===== config.mk =====
export PLATFORM = sky130hd
export DESIGN_NAME = clock_mask_ctrl
export DESIGN_NICKNAME = d
export VERILOG_FILES = /design/src/clock_mask_pkg.sv /design/src/clock_mask_ctrl.sv
export VERILOG_INCLUDE_DIRS = /design/src
export SDC_FILE = /design/constraint.sdc
export NUM_CORES = 1
export LEC_CHECK = 0
export ABC_AREA = 1
export BUFFER_PORTS_ARGS = -buffer_cell sky130_fd_sc_hd__buf_4
export CAP_MARGIN = 10
export CELL_PAD_IN_SITES_DETAIL_PLACEMENT = 1
export CELL_PAD_IN_SITES_GLOBAL_PLACEMENT = 2
export CORE_UTILIZATION = 30
export CTS_BUF_LIST = sky130_fd_sc_hd__clkbuf_4 sky130_fd_sc_hd__clkbuf_8
export CTS_CLUSTER_SIZE = 14
export DETAILED_ROUTE_END_ITERATION = 12
export HOLD_SLACK_MARGIN = 0.02
export PLACE_DENSITY_LB_ADDON = 0.15
export SLEW_MARGIN = 25
export SYNTH_ARGS = -nofsm -noshare
export SYNTH_HDL_FRONTEND = slang
export SYNTH_SLANG_ARGS = --single-unit

===== constraint.sdc =====
create_clock -name aclk -period 4.6 [get_ports aclk]
set_input_delay 0.92 -clock aclk [delete_from_list [all_inputs] [get_ports aclk]]
set_output_delay 0.92 -clock aclk [all_outputs]
set_load 0.005 [all_outputs]

===== src/clock_mask_regs.svh =====
`ifndef CLOCK_MASK_REGS_SVH
`define CLOCK_MASK_REGS_SVH

// Register byte offsets
`define OFS_CLOCK_MASK     8'h00
`define OFS_BRIDGE_CTRL    8'h04
`define OFS_GPIO           8'h08
`define OFS_STATUS         8'h0c

// Bridge control fields
`define CTRL_SEC_RESET     0
`define CTRL_LIVE_MODE     1
`define CTRL_IO_EN         2
`define CTRL_MEM_EN        3
`define CTRL_MASTER_EN     4
`define CTRL_LAMP          5
`define CTRL_RESET_VAL     6'h20

// GPIO register fields (low bit of each 4-bit field)
`define GPIO_OUT_SET       0
`define GPIO_OUT_CLR       4
`define GPIO_OE_SET        8
`define GPIO_OE_CLR        12
`define GPIO_IN            16

// Status fields
`define STAT_IO_EFF        0
`define STAT_MEM_EFF       1
`define STAT_MASTER_EFF    2
`define STAT_LIVE_ACTIVE   3
`define STAT_HOTSWAP       4
`define STAT_SHIFT_DONE    5
`define STAT_SEC_RESET_N   6
`define STAT_EJECTOR_N     7
`define STAT_INSERT_EVT    8

// Mask shift and reset timing
`define MASK_BITS          16
`define MASK_RESET_VAL     16'h0000
`define CLK_PERIOD_NS      20
`define SEC_RESET_HOLD_US  100
`define SEC_RESET_HOLD_CYC ((`SEC_RESET_HOLD_US * 1000) / `CLK_PERIOD_NS)

// AXI responses
`define RESP_OKAY          2'b00
`define RESP_SLVERR        2'b10

`endif


===== src/clock_mask_pkg.sv =====
package clock_mask_pkg;

  typedef enum logic [2:0] {
    ST_LOAD,
    ST_SHIFT,
    ST_HOLD,
    ST_RUN,
    ST_SW_RESET
  } seq_e;

  typedef struct packed {
    logic [31:0] awaddr;
    logic        awvalid;
    logic [31:0] wdata;
    logic [3:0]  wstrb;
    logic        wvalid;
    logic        bready;
    logic [31:0] araddr;
    logic        arvalid;
    logic        rready;
  } axil_req_s;

  typedef struct packed {
    logic        awready;
    logic        wready;
    logic [1:0]  bresp;
    logic        bvalid;
    logic        arready;
    logic [31:0] rdata;
    logic [1:0]  rresp;
    logic        rvalid;
  } axil_rsp_s;

  typedef struct packed {
    logic [3:0] out;
    logic [3:0] oe;
  } gpio_drive_s;

  typedef struct packed {
    logic io;
    logic mem;
    logic master;
  } enables_s;

  typedef struct packed {
    seq_e        seq;
    logic [15:0] cnt;
    logic [15:0] mask;
    logic [5:0]  ctrl;
    gpio_drive_s gpio_reg;
    gpio_drive_s gpio_pin;
    logic        sec_reset_n;
    logic        div;
    logic        running;
    enables_s    eff;
    logic        live_active;
    logic        ret_cpl;
    logic        insert_evt;
    logic        ejector_q;
    logic        aw_held;
    logic [7:0]  aw_addr;
    logic        w_held;
    logic [31:0] w_data;
    logic [3:0]  w_strb;
    logic        bvalid;
    logic [1:0]  bresp;
    logic        rvalid;
    logic [31:0] rdata;
    logic [1:0]  rresp;
  } state_s;

endpackage


===== src/clock_mask_ctrl.sv =====
`timescale 1ns/1ps
`default_nettype none
`include "clock_mask_regs.svh"

module clock_mask_ctrl (
  input  wire logic                      aclk,                 // Primary clock
  input  wire logic                      aresetn,              // Primary reset
  input  wire clock_mask_pkg::axil_req_s axil_req,             // Register bus in
  output      clock_mask_pkg::axil_rsp_s axil_rsp,             // Register bus out
  input  wire logic                      mask_serial_in,       // Serial mask data
  input  wire logic [3:0]                gpio_in,              // Pin levels
  output logic      [3:0]                gpio_out,             // Pin drive values
  output logic      [3:0]                gpio_oe,              // Pin drive enables
  input  wire logic                      primary_speed_select,   // Primary fast
  input  wire logic                      secondary_speed_select, // Secondary fast
  input  wire logic                      mode_select_0,        // Mode strap 0
  input  wire logic                      mode_select_1,        // Mode strap 1
  output logic      [9:0]                secondary_clock_output, // Clock outs
  output logic                           secondary_reset_n,    // Secondary reset
  output clock_mask_pkg::enables_s       target_enables,       // Effective enables
  output logic                           return_completions,   // Delayed cpl ok
  output logic                           insertion_event_n,    // Hot-swap event
  output logic                           removal_ready_lamp    // Hot-swap lamp
);

  parameter logic [15:0] HOLD_CYCLES = 16'(`SEC_RESET_HOLD_CYC);

  clock_mask_pkg::state_s cur_ff;
  clock_mask_pkg::state_s nxt_cur;

  // Set when any mask bit owning this output is set
  function automatic logic clk_disabled(input logic [15:0] m,
                                        input int unsigned idx);
    logic d;
    d = 1'b0;
    if (idx < 4) begin
      d = m[2*idx] | m[2*idx+1];
    end else if (idx < 10) begin
      d = m[idx+4];
    end
    return d;
  endfunction

  function automatic logic [31:0] strb_mask(input logic [3:0] s);
    logic [31:0] r;
    r = 32'h0000_0000;
    for (int b = 0; b < 4; b++) begin
      r[8*b +: 8] = {8{s[b]}};
    end
    return r;
  endfunction

  logic hotswap;
  logic live_mode;
  logic live_mask;
  logic slow;
  logic do_write;
  logic [31:0] wd;
  logic [31:0] wmask;
  logic [31:0] rd_val;
  logic rd_hit;
  logic [15:0] status_word;

  always_comb begin
    hotswap   = ~mode_select_0 & ~mode_select_1;
    live_mode = cur_ff.ctrl[`CTRL_LIVE_MODE] & ~cur_ff.gpio_reg.oe[3]
                & ~hotswap;
    live_mask = live_mode & gpio_in[3];
    slow      = primary_speed_select & ~secondary_speed_select;
    do_write  = cur_ff.aw_held & cur_ff.w_held & ~cur_ff.bvalid;
    wmask     = strb_mask(cur_ff.w_strb);
    wd        = cur_ff.w_data & wmask;
  end

  always_comb begin
    status_word = 16'h0000;
    status_word[`STAT_IO_EFF]      = cur_ff.eff.io;
    status_word[`STAT_MEM_EFF]     = cur_ff.eff.mem;
    status_word[`STAT_MASTER_EFF]  = cur_ff.eff.master;
    status_word[`STAT_LIVE_ACTIVE] = cur_ff.live_active;
    status_word[`STAT_HOTSWAP]     = hotswap;
    status_word[`STAT_SHIFT_DONE]  = (cur_ff.seq != clock_mask_pkg::ST_LOAD)
                                     && (cur_ff.seq != clock_mask_pkg::ST_SHIFT);
    status_word[`STAT_SEC_RESET_N] = cur_ff.sec_reset_n;
    status_word[`STAT_EJECTOR_N]   = cur_ff.ejector_q;
    status_word[`STAT_INSERT_EVT]  = cur_ff.insert_evt;
  end

  always_comb begin
    rd_hit = 1'b1;
    rd_val = 32'h0000_0000;
    unique case (axil_req.araddr[7:0])
      `OFS_CLOCK_MASK:  rd_val[15:0] = cur_ff.mask;
      `OFS_BRIDGE_CTRL: rd_val[5:0]  = cur_ff.ctrl;
      `OFS_GPIO: begin
        rd_val[`GPIO_OUT_SET +: 4] = cur_ff.gpio_reg.out;
        rd_val[`GPIO_OE_SET +: 4]  = cur_ff.gpio_reg.oe;
        rd_val[`GPIO_IN +: 4]      = gpio_in;
      end
      `OFS_STATUS:      rd_val[15:0] = status_word;
      default:          rd_hit = 1'b0;
    endcase
    if (axil_req.araddr[31:8] != 24'h00_0000) begin
      rd_hit = 1'b0;
    end
  end

  always_comb begin
    nxt_cur = cur_ff;

    // Write address and data are taken independently
    if (axil_req.awvalid && !cur_ff.aw_held && !cur_ff.bvalid) begin
      nxt_cur.aw_held = 1'b1;
      nxt_cur.aw_addr = (axil_req.awaddr[31:8] == 24'h00_0000)
                        ? axil_req.awaddr[7:0] : 8'hff;
    end
    if (axil_req.wvalid && !cur_ff.w_held && !cur_ff.bvalid) begin
      nxt_cur.w_held = 1'b1;
      nxt_cur.w_data = axil_req.wdata;
      nxt_cur.w_strb = axil_req.wstrb;
    end
    if (cur_ff.bvalid && axil_req.bready) begin
      nxt_cur.bvalid = 1'b0;
    end
    if (axil_req.arvalid && !cur_ff.rvalid) begin
      nxt_cur.rvalid = 1'b1;
      nxt_cur.rdata  = rd_hit ? rd_val : 32'h0000_0000;
      nxt_cur.rresp  = rd_hit ? `RESP_OKAY : `RESP_SLVERR;
    end else if (cur_ff.rvalid && axil_req.rready) begin
      nxt_cur.rvalid = 1'b0;
    end

    // Config writes stay live whatever the masking state
    if (do_write) begin
      nxt_cur.aw_held = 1'b0;
      nxt_cur.w_held  = 1'b0;
      nxt_cur.bvalid  = 1'b1;
      nxt_cur.bresp   = `RESP_OKAY;
      unique case (cur_ff.aw_addr)
        `OFS_CLOCK_MASK: begin
          // Until the shift is over the serial stream owns the mask
          if (cur_ff.seq != clock_mask_pkg::ST_LOAD
              && cur_ff.seq != clock_mask_pkg::ST_SHIFT) begin
            nxt_cur.mask = (cur_ff.mask & ~wmask[15:0])
                           | wd[15:0];
          end
        end
        `OFS_BRIDGE_CTRL: begin
          nxt_cur.ctrl = (cur_ff.ctrl & ~wmask[5:0])
                         | wd[5:0];
        end
        `OFS_GPIO: begin
          nxt_cur.gpio_reg.out = (cur_ff.gpio_reg.out
                                  | wd[`GPIO_OUT_SET +: 4])
                                 & ~wd[`GPIO_OUT_CLR +: 4];
          nxt_cur.gpio_reg.oe  = (cur_ff.gpio_reg.oe
                                  | wd[`GPIO_OE_SET +: 4])
                                 & ~wd[`GPIO_OE_CLR +: 4];
        end
        `OFS_STATUS: begin
          if (wd[`STAT_INSERT_EVT]) begin
            nxt_cur.insert_evt = 1'b0;
          end
        end
        default: nxt_cur.bresp = `RESP_SLVERR;
      endcase
    end

    // Mask load and shift sequence
    nxt_cur.gpio_pin.out = 4'h0;
    nxt_cur.gpio_pin.oe  = 4'h0;
    unique case (cur_ff.seq)
      clock_mask_pkg::ST_LOAD: begin
        nxt_cur.gpio_pin.oe  = 4'b0101;
        nxt_cur.gpio_pin.out = 4'b0001;
        nxt_cur.seq = clock_mask_pkg::ST_SHIFT;
        nxt_cur.cnt = 16'h0000;
      end
      clock_mask_pkg::ST_SHIFT: begin
        nxt_cur.gpio_pin.oe  = 4'b0101;
        nxt_cur.gpio_pin.out = 4'b0100;
        // Pins are registered: a bit stands only after a shift cycle
        if (cur_ff.gpio_pin.out[2]) begin
          nxt_cur.mask = {mask_serial_in, cur_ff.mask[15:1]};
          nxt_cur.cnt  = cur_ff.cnt + 16'h0001;
          if (cur_ff.cnt == 16'(`MASK_BITS - 1)) begin
            // Pins drop here; the input is never sampled again
            nxt_cur.seq = clock_mask_pkg::ST_HOLD;
            nxt_cur.cnt = 16'h0000;
            nxt_cur.gpio_pin.oe  = 4'h0;
            nxt_cur.gpio_pin.out = 4'h0;
          end
        end
      end
      clock_mask_pkg::ST_HOLD: begin
        nxt_cur.cnt = cur_ff.cnt + 16'h0001;
        if (cur_ff.ctrl[`CTRL_SEC_RESET]) begin
          nxt_cur.seq = clock_mask_pkg::ST_SW_RESET;
        end else if (cur_ff.cnt >= HOLD_CYCLES - 16'h0001) begin
          nxt_cur.seq = clock_mask_pkg::ST_RUN;
          nxt_cur.sec_reset_n = 1'b1;
        end
      end
      clock_mask_pkg::ST_RUN: begin
        nxt_cur.gpio_pin = cur_ff.gpio_reg;
        if (cur_ff.ctrl[`CTRL_SEC_RESET]) begin
          nxt_cur.seq = clock_mask_pkg::ST_SW_RESET;
          nxt_cur.sec_reset_n = 1'b0;
        end
      end
      clock_mask_pkg::ST_SW_RESET: begin
        nxt_cur.gpio_pin = cur_ff.gpio_reg;
        nxt_cur.sec_reset_n = 1'b0;
        if (!cur_ff.ctrl[`CTRL_SEC_RESET]) begin
          nxt_cur.seq = clock_mask_pkg::ST_HOLD;
          nxt_cur.cnt = 16'h0000;
        end
      end
      default: nxt_cur.seq = clock_mask_pkg::ST_LOAD;
    endcase

    // Live insertion: written bits kept, effective bits masked
    nxt_cur.live_active = live_mask;
    nxt_cur.eff.io      = cur_ff.ctrl[`CTRL_IO_EN] & ~live_mask;
    nxt_cur.eff.mem     = cur_ff.ctrl[`CTRL_MEM_EN] & ~live_mask;
    nxt_cur.eff.master  = cur_ff.ctrl[`CTRL_MASTER_EN] & ~live_mask;
    nxt_cur.ret_cpl     = ~live_mask;

    // Ejector change flags an event; a new change beats a clear
    nxt_cur.ejector_q = hotswap ? gpio_in[3] : 1'b1;
    if (hotswap && (gpio_in[3] != cur_ff.ejector_q)) begin
      nxt_cur.insert_evt = 1'b1;
    end

    nxt_cur.running = 1'b1;
    nxt_cur.div     = cur_ff.running ? ~cur_ff.div : 1'b0;
  end

  always_ff @(posedge aclk) begin
    if (!aresetn) begin
      cur_ff             <= '0;
      cur_ff.seq         <= clock_mask_pkg::ST_LOAD;
      cur_ff.mask        <= `MASK_RESET_VAL;
      cur_ff.ctrl        <= `CTRL_RESET_VAL;
      cur_ff.ret_cpl     <= 1'b1;
      cur_ff.ejector_q   <= 1'b1;
      cur_ff.sec_reset_n <= 1'b0;
    end else begin
      cur_ff <= nxt_cur;
    end
  end

  // Clocks are gated straight from the primary clock so full speed keeps
  // its phase; slow mode runs instead from the registered divide-by-two div
  logic clk_src;
  assign clk_src = slow ? cur_ff.div : aclk;

  generate
    for (genvar i = 0; i < 10; i++) begin : g_clk
      assign secondary_clock_output[i] =
        !cur_ff.running ? 1'b0 :
        clk_disabled(cur_ff.mask, i) ? 1'b1 : clk_src;
    end
  endgenerate

  assign gpio_out           = cur_ff.gpio_pin.out;
  assign gpio_oe            = cur_ff.gpio_pin.oe;
  assign secondary_reset_n  = cur_ff.sec_reset_n;
  assign target_enables     = cur_ff.eff;
  assign return_completions = cur_ff.ret_cpl;
  assign insertion_event_n  = ~(hotswap & cur_ff.insert_evt);
  assign removal_ready_lamp = hotswap & cur_ff.ctrl[`CTRL_LAMP];

  assign axil_rsp.awready = ~cur_ff.aw_held & ~cur_ff.bvalid;
  assign axil_rsp.wready  = ~cur_ff.w_held & ~cur_ff.bvalid;
  assign axil_rsp.bvalid  = cur_ff.bvalid;
  assign axil_rsp.bresp   = cur_ff.bresp;
  assign axil_rsp.arready = ~cur_ff.rvalid;
  assign axil_rsp.rvalid  = cur_ff.rvalid;
  assign axil_rsp.rdata   = cur_ff.rdata;
  assign axil_rsp.rresp   = cur_ff.rresp;

endmodule
`default_nettype wire


==> flow_metrics.env, run 1 <==
export IMPL_nets=1140
export IMPL_grt_pass1_wl_mm=31.5
export IMPL_cts_resized=9
export IMPL_finalSetupViolations=0
export IMPL_post_drt_wl_per_cell_um=14.7
export IMPL_endpoint_kind="output port"
export IMPL_synth_seq_cells=119
export IMPL_place_inst=1263
export IMPL_synth_cell_types=38
export IMPL_diodes=0
export IMPL_fp_dieH_um=145
export IMPL_netlist_instances=912
export IMPL_synth_area_per_cell_sq_um=6.74
export IMPL_dp_hpwl_mm=14.2
export IMPL_tns_ps=0
export IMPL_rsz0062_at_grt="false"
export IMPL_holdBufCountCts=0
export IMPL_antenna_violating_nets_post_route=0
export IMPL_drive_above_1_share_pct=20.9
export IMPL_regArea_sq_um=2380
export IMPL_yosys_warnings=0
export IMPL_synth_edff_count=0
export IMPL_post_route_util_pct=38.8
export IMPL_cts_setup_buffers=0
export IMPL_seq_area_frac_synth_pct=38.8
export IMPL_synth_ff_type="dfxtp_1"
export IMPL_reg2reg_setup_slack_ps=2640
export IMPL_outcome="complete, no violations"
export IMPL_p_leak_nw=3.48
export IMPL_grt_pass1_vias=6169
export IMPL_hold_viol=0
export IMPL_start_util_pct=31.1
export IMPL_powerDensity_nw_per_um2=386
export IMPL_syn_area_sq_um=6140
export IMPL_max_vdd_ir_drop_uv=167
export IMPL_route_detailed_drc=0
export IMPL_cp_max_fo=5
export IMPL_cts_tree="built"
export IMPL_drt_vias_per_instance=4.59
export IMPL_place_ws_ps=760
export IMPL_cp_data_required_time_ps=3680
export IMPL_multi_input_area_sq_um=2930
export IMPL_syn_to_final_growth_pct=24.8
export IMPL_cap_viol_max_count=0
export IMPL_port_buffers=149
export IMPL_dieArea_sq_um=21100
export IMPL_fill_cells=2585
export IMPL_grt_total_usage_pct=19.0
export IMPL_place_congestion=0.784
export IMPL_slew_headroom_pct=51.4
export IMPL_finClkSkew_ps=10.8
export IMPL_io_pins=182
export IMPL_finalPower_w=0.00296
export IMPL_setup_slack_ps=181
export IMPL_antenna_found_initial=0
export IMPL_fin_cells=1301
export IMPL_holdCritPathClass="register to register"
export IMPL_cp_arrival_ps=3500
export IMPL_clk_latency_ps=550
export IMPL_first_pass_iters=4
export IMPL_async_flop_share_pct=0
export IMPL_start_kind="clock port"
export IMPL_wl_mm=19.1
export IMPL_crit_type="clock port to output port"
export IMPL_grt_overflow_total=0
export IMPL_slew_viol_final=0
export IMPL_num_vias=5977
export IMPL_grt_max_degree=72
export IMPL_rows=51
export IMPL_drt_initial_drc_count=279
export IMPL_core_area_sq_um=19800
export IMPL_die_w_um=145
export IMPL_worst_slew_pin_slew_ps=729
export IMPL_clk_pin_slew_ps=70
-- per-stage QoR --
stage,hold slack [ps],area [sq um]
after floorplan,390,6190
after global placement,402,7140
after detailed placement,403,7140
after CTS,414,7670
after global routing,449,7670
final,410,7670
-- critical path, stage by stage --
cell	delay [ps]
clkbuf_8	110
clkbuf_8	120
clkbuf_8	130
a21oi_4	160
a31oi_4	60
clkbuf_8	170
o31ai_4	260
inv_1	80
buf_6	120
-- layout by cell type (no fill, tap or decap), drive strengths merged --
| cell type | n |
|---|---|
| o21bai | 5 |
| dfxtp | 119 |
| nand2 | 176 |
| nor4 | 2 |
| conb | 14 |
| a31oi | 2 |
| clkinvlp | 3 |
| o22ai | 1 |
| a211oi | 3 |
| o21ai | 77 |
| clkinv | 4 |
| buf | 154 |
| nor2 | 146 |
| nand3b | 2 |
| clkbuf | 29 |
| nor3 | 25 |
| xor2 | 5 |
| o31ai | 4 |
| nand4 | 20 |
| o211ai | 2 |
| ha | 1 |
| bufinv | 2 |
| a21oi | 55 |
| inv | 106 |
| o21a | 1 |
| nand3 | 78 |
-- synthesized netlist by cell type (5+ instances only) --
cell | count | area, sq um
a21oi_1 | 54 | 270
nand2_1 | 169 | 634
inv_1 | 105 | 394
clkbuf_1 | 17 | 63.8
buf_4 | 50 | 375
nor2_1 | 138 | 518
nand3_1 | 75 | 375
o21bai_1 | 5 | 37.5
dfxtp_1 | 119 | 2380
xor2_1 | 5 | 43.8
nand4_1 | 20 | 125
buf_2 | 8 | 40.0
nand2_2 | 6 | 37.5
nor3_1 | 25 | 125
o21ai_1 | 10 | 50.1
o21ai_0 | 67 | 335
-- kinds of logic (layout without fill, tap and decap cells) --
kind of cell	count (synthesis)	in the layout	synth area share (%)
XOR/XNOR	5	5	0.713
other	1	14	0.0610
AND/OR/NAND/NOR	449	449	32.1
flip-flops	119	119	38.8
adder cells (fa/ha/maj)	1	1	0.204
AO/OA/AOI/OAI	150	150	13.0
buffers and inverters	187	298	15.2
-- worst paths after layout --
check | startpoint | depth (start not counted) | end
hold reg to reg | cur_ff[92] | 1 | cur_ff[92]
setup reg to reg | cur_ff[150] | 8 | cur_ff[131]
hold / removal | cur_ff[92] | 1 | cur_ff[92]
setup / recovery | aclk | 9 | secondary_clock_output[0]
-- per-layer routing --
metal  up-vias  part of all wire (%)  GRT usage [%]
met5         -                     0              0
met4         0                   1.4           8.58
met3        20                   4.0           4.59
met2       147                    43           28.2
met1      2712                    52           25.7
li1       3098                     -              -
-- power by group --
group	internal (W)	total (W)	switching [W]
Sequential	0.00110	0.00117	0.0000686
Combinational	0.000203	0.000568	0.000365
Clock	0.000689	0.00122	0.000532
Total	0.00199	0.00296	0.000965
-- final cells by class --
type                    count  share of cell area, %
multi-input cells         619                   38.2
flip-flops and latches    119                   31.1
repair buffers            144                   14.1
clock buffers              39                   5.83
inverters                  96                   4.70
well taps                 265                   4.32
clock inverters            19                   1.83
-- flip-flops by register name (all words and copies together) (netlist names), named ones only --
signal and count:
secondary_reset_n 1, cur_ff 76, gpio_out 4, target_enables 3, axil_rsp 24, gpio_oe 4, return_completions 1
Power figures use the tool's default switching activity.
==> run 2, diff against run 1 <==
--- a/config.mk
+++ b/config.mk
@@ -11,6 +11,7 @@
 export CAP_MARGIN = 10
 export CELL_PAD_IN_SITES_DETAIL_PLACEMENT = 1
 export CELL_PAD_IN_SITES_GLOBAL_PLACEMENT = 2
+export CORE_ASPECT_RATIO = 1.25
 export CORE_UTILIZATION = 30
 export CTS_BUF_LIST = sky130_fd_sc_hd__clkbuf_4 sky130_fd_sc_hd__clkbuf_8
 export CTS_CLUSTER_SIZE = 14
==> run 2 against run 1 <==
  * Total power grew 0.33%
  * Sequential power barely moved
  * Highest routed layer unchanged
  * Register-to-register slack got worse by 50 ps
==> flow_metrics.env, run 2 (synthesis results as in run 1) <==
export IMPL_largest_register="cur_ff"
export IMPL_core_area_sq_um=20100
export IMPL_cts_resized=10
export IMPL_powerDensity_nw_per_um2=387
export IMPL_dieArea_sq_um=21100
export IMPL_holdBufCountCts=0
export IMPL_cp_data_required_time_ps=3680
export IMPL_max_vdd_ir_drop_uv=178
export IMPL_cp_num_buf_inv=6
export IMPL_fp_dieH_um=162
export IMPL_largest_reg_flops=76
export IMPL_finalSetupViolations=0
export IMPL_cts_setup_buffers=0
export IMPL_dp_hpwl_mm=14.2
export IMPL_first_pass_iters=4
export IMPL_slew_viol_final=0
export IMPL_reg2reg_setup_slack_ps=2590
export IMPL_drt_vias_per_instance=4.60
export IMPL_final_cell_mix="169 x nand2_1, 152 x buf_4, 138 x nor2_1"
export IMPL_cap_viol_max_count=0
export IMPL_hold_viol=0
export IMPL_rsz0062_at_grt="false"
export IMPL_crit_slowest_cell="o31ai_4"
export IMPL_fin_cells=1306
export IMPL_antenna_violating_nets_post_route=0
export IMPL_grt_pass1_vias=6163
export IMPL_clk_latency_ps=550
export IMPL_worst_slew_pin_slew_ps=724
export IMPL_start_kind="clock port"
export IMPL_mostFrequentLayoutCell="nand2_1"
export IMPL_post_drt_wl_per_cell_um=14.9
export IMPL_wl_mm=19.4
export IMPL_endpoint_kind="output port"
export IMPL_grt_overflow_total=0
export IMPL_rows=58
export IMPL_route_detailed_drc=0
export IMPL_grt_max_degree=72
export IMPL_nets=1139
export IMPL_num_vias=6012
export IMPL_finClkSkew_ps=11.3
export IMPL_antenna_found_initial=0
export IMPL_multi_input_area_sq_um=2920
export IMPL_drive_above_1_share_pct=20.8
export IMPL_slowest_delay_ps=260
export IMPL_cp_arrival_ps=3570
export IMPL_io_pins=182
export IMPL_drt_initial_drc_count=240
export IMPL_cts_tree="built"
export IMPL_place_congestion=0.788
export IMPL_slew_headroom_pct=51.7
export IMPL_outcome="complete, no violations"
export IMPL_die_w_um=130
export IMPL_holdCritPathClass="register to register"
export IMPL_tns_ps=0
export IMPL_worstPathCellList="clkbuf_16, clkbuf_8, a21oi_4, a31oi_1, clkbuf_8, clkbuf_16, o31ai_4, inv_1, buf_6"
export IMPL_clk_pin_slew_ps=70
export IMPL_syn_to_final_growth_pct=24.9
export IMPL_crit_type="clock port to output port"
export IMPL_cp_max_fo=5
export IMPL_place_inst=1267
export IMPL_port_buffers=149
export IMPL_p_leak_nw=3.47
export IMPL_diodes=0
export IMPL_grt_total_usage_pct=19.7
export IMPL_grt_pass1_wl_mm=30.9
export IMPL_path_delay_family="buffers and inverters"
export IMPL_start_util_pct=30.6
export IMPL_regArea_sq_um=2380
export IMPL_fill_cells=2618
run 2: cell count changes in the layout (fill, tap and decap cells not counted), sizes merged:
| cell | change |
|---|---|
| clkinv | +4 |
| buf | -1 |
| inv | +2 |
| bufinv | -1 |
| clkbuf | -4 |
run 2: metal layers:
metal / track usage [%] / vias up / routed length (um)
li1: - / 3099 / -
met1: 22.8 / 2712 / 8660
met2: 30.9 / 168 / 9060
met3: 6.36 / 33 / 1030
met4: 12.9 / 0 / 645
met5: 0 / - / 0
run 2: final cells by class:
| class | count | share of cell area [%] |
|---|---|---|
| multi-input cells | 619 | 38.0 |
| clock buffers | 35 | 5.64 |
| repair buffers | 143 | 14.0 |
| well taps | 270 | 4.40 |
| clock inverters | 24 | 2.17 |
| flip-flops and latches | 119 | 31.1 |
| inverters | 96 | 4.70 |
run 2: power by group:
group	total (W)	leakage (nW)	internal (W)	switching [W]
Sequential	0.00117	0.969	0.00110	0.0000692
Clock	0.00123	0.394	0.000637	0.000591
Combinational	0.000571	2.11	0.000202	0.000369
Total	0.00297	3.47	0.00194	0.00103
run 2: worst paths after layout:
path | start | endpoint | depth (start not counted)
worst max-delay path | aclk | secondary_clock_output[1] | 9
worst min-delay path | cur_ff[92] | cur_ff[92] | 1
worst max register to register | cur_ff[150] | cur_ff[131] | 8
worst min register to register | cur_ff[92] | cur_ff[92] | 1
run 2: metrics by stage:
stage	hold WS, ps	setup WS, ps	total power, W	cell area (sq um)	util (%)
finish	414	114	0.00297	7670	38.2
global route	430	0.294	0.00316	7670	38.2
CTS	418	5.36	0.00303	7670	38.2
detailed placement	407	760	0.00186	7140	35.5
global placement	403	760	0.00186	7140	35.5
floorplan	390	869	0.00162	6190	-
run 2: worst reg2reg max path: cells and delay by family, from the launching register on:
family          cells  cell delay [ps]
buf+inv             3              820
flops               1              460
compound gates      2              390
simple gates        3              260
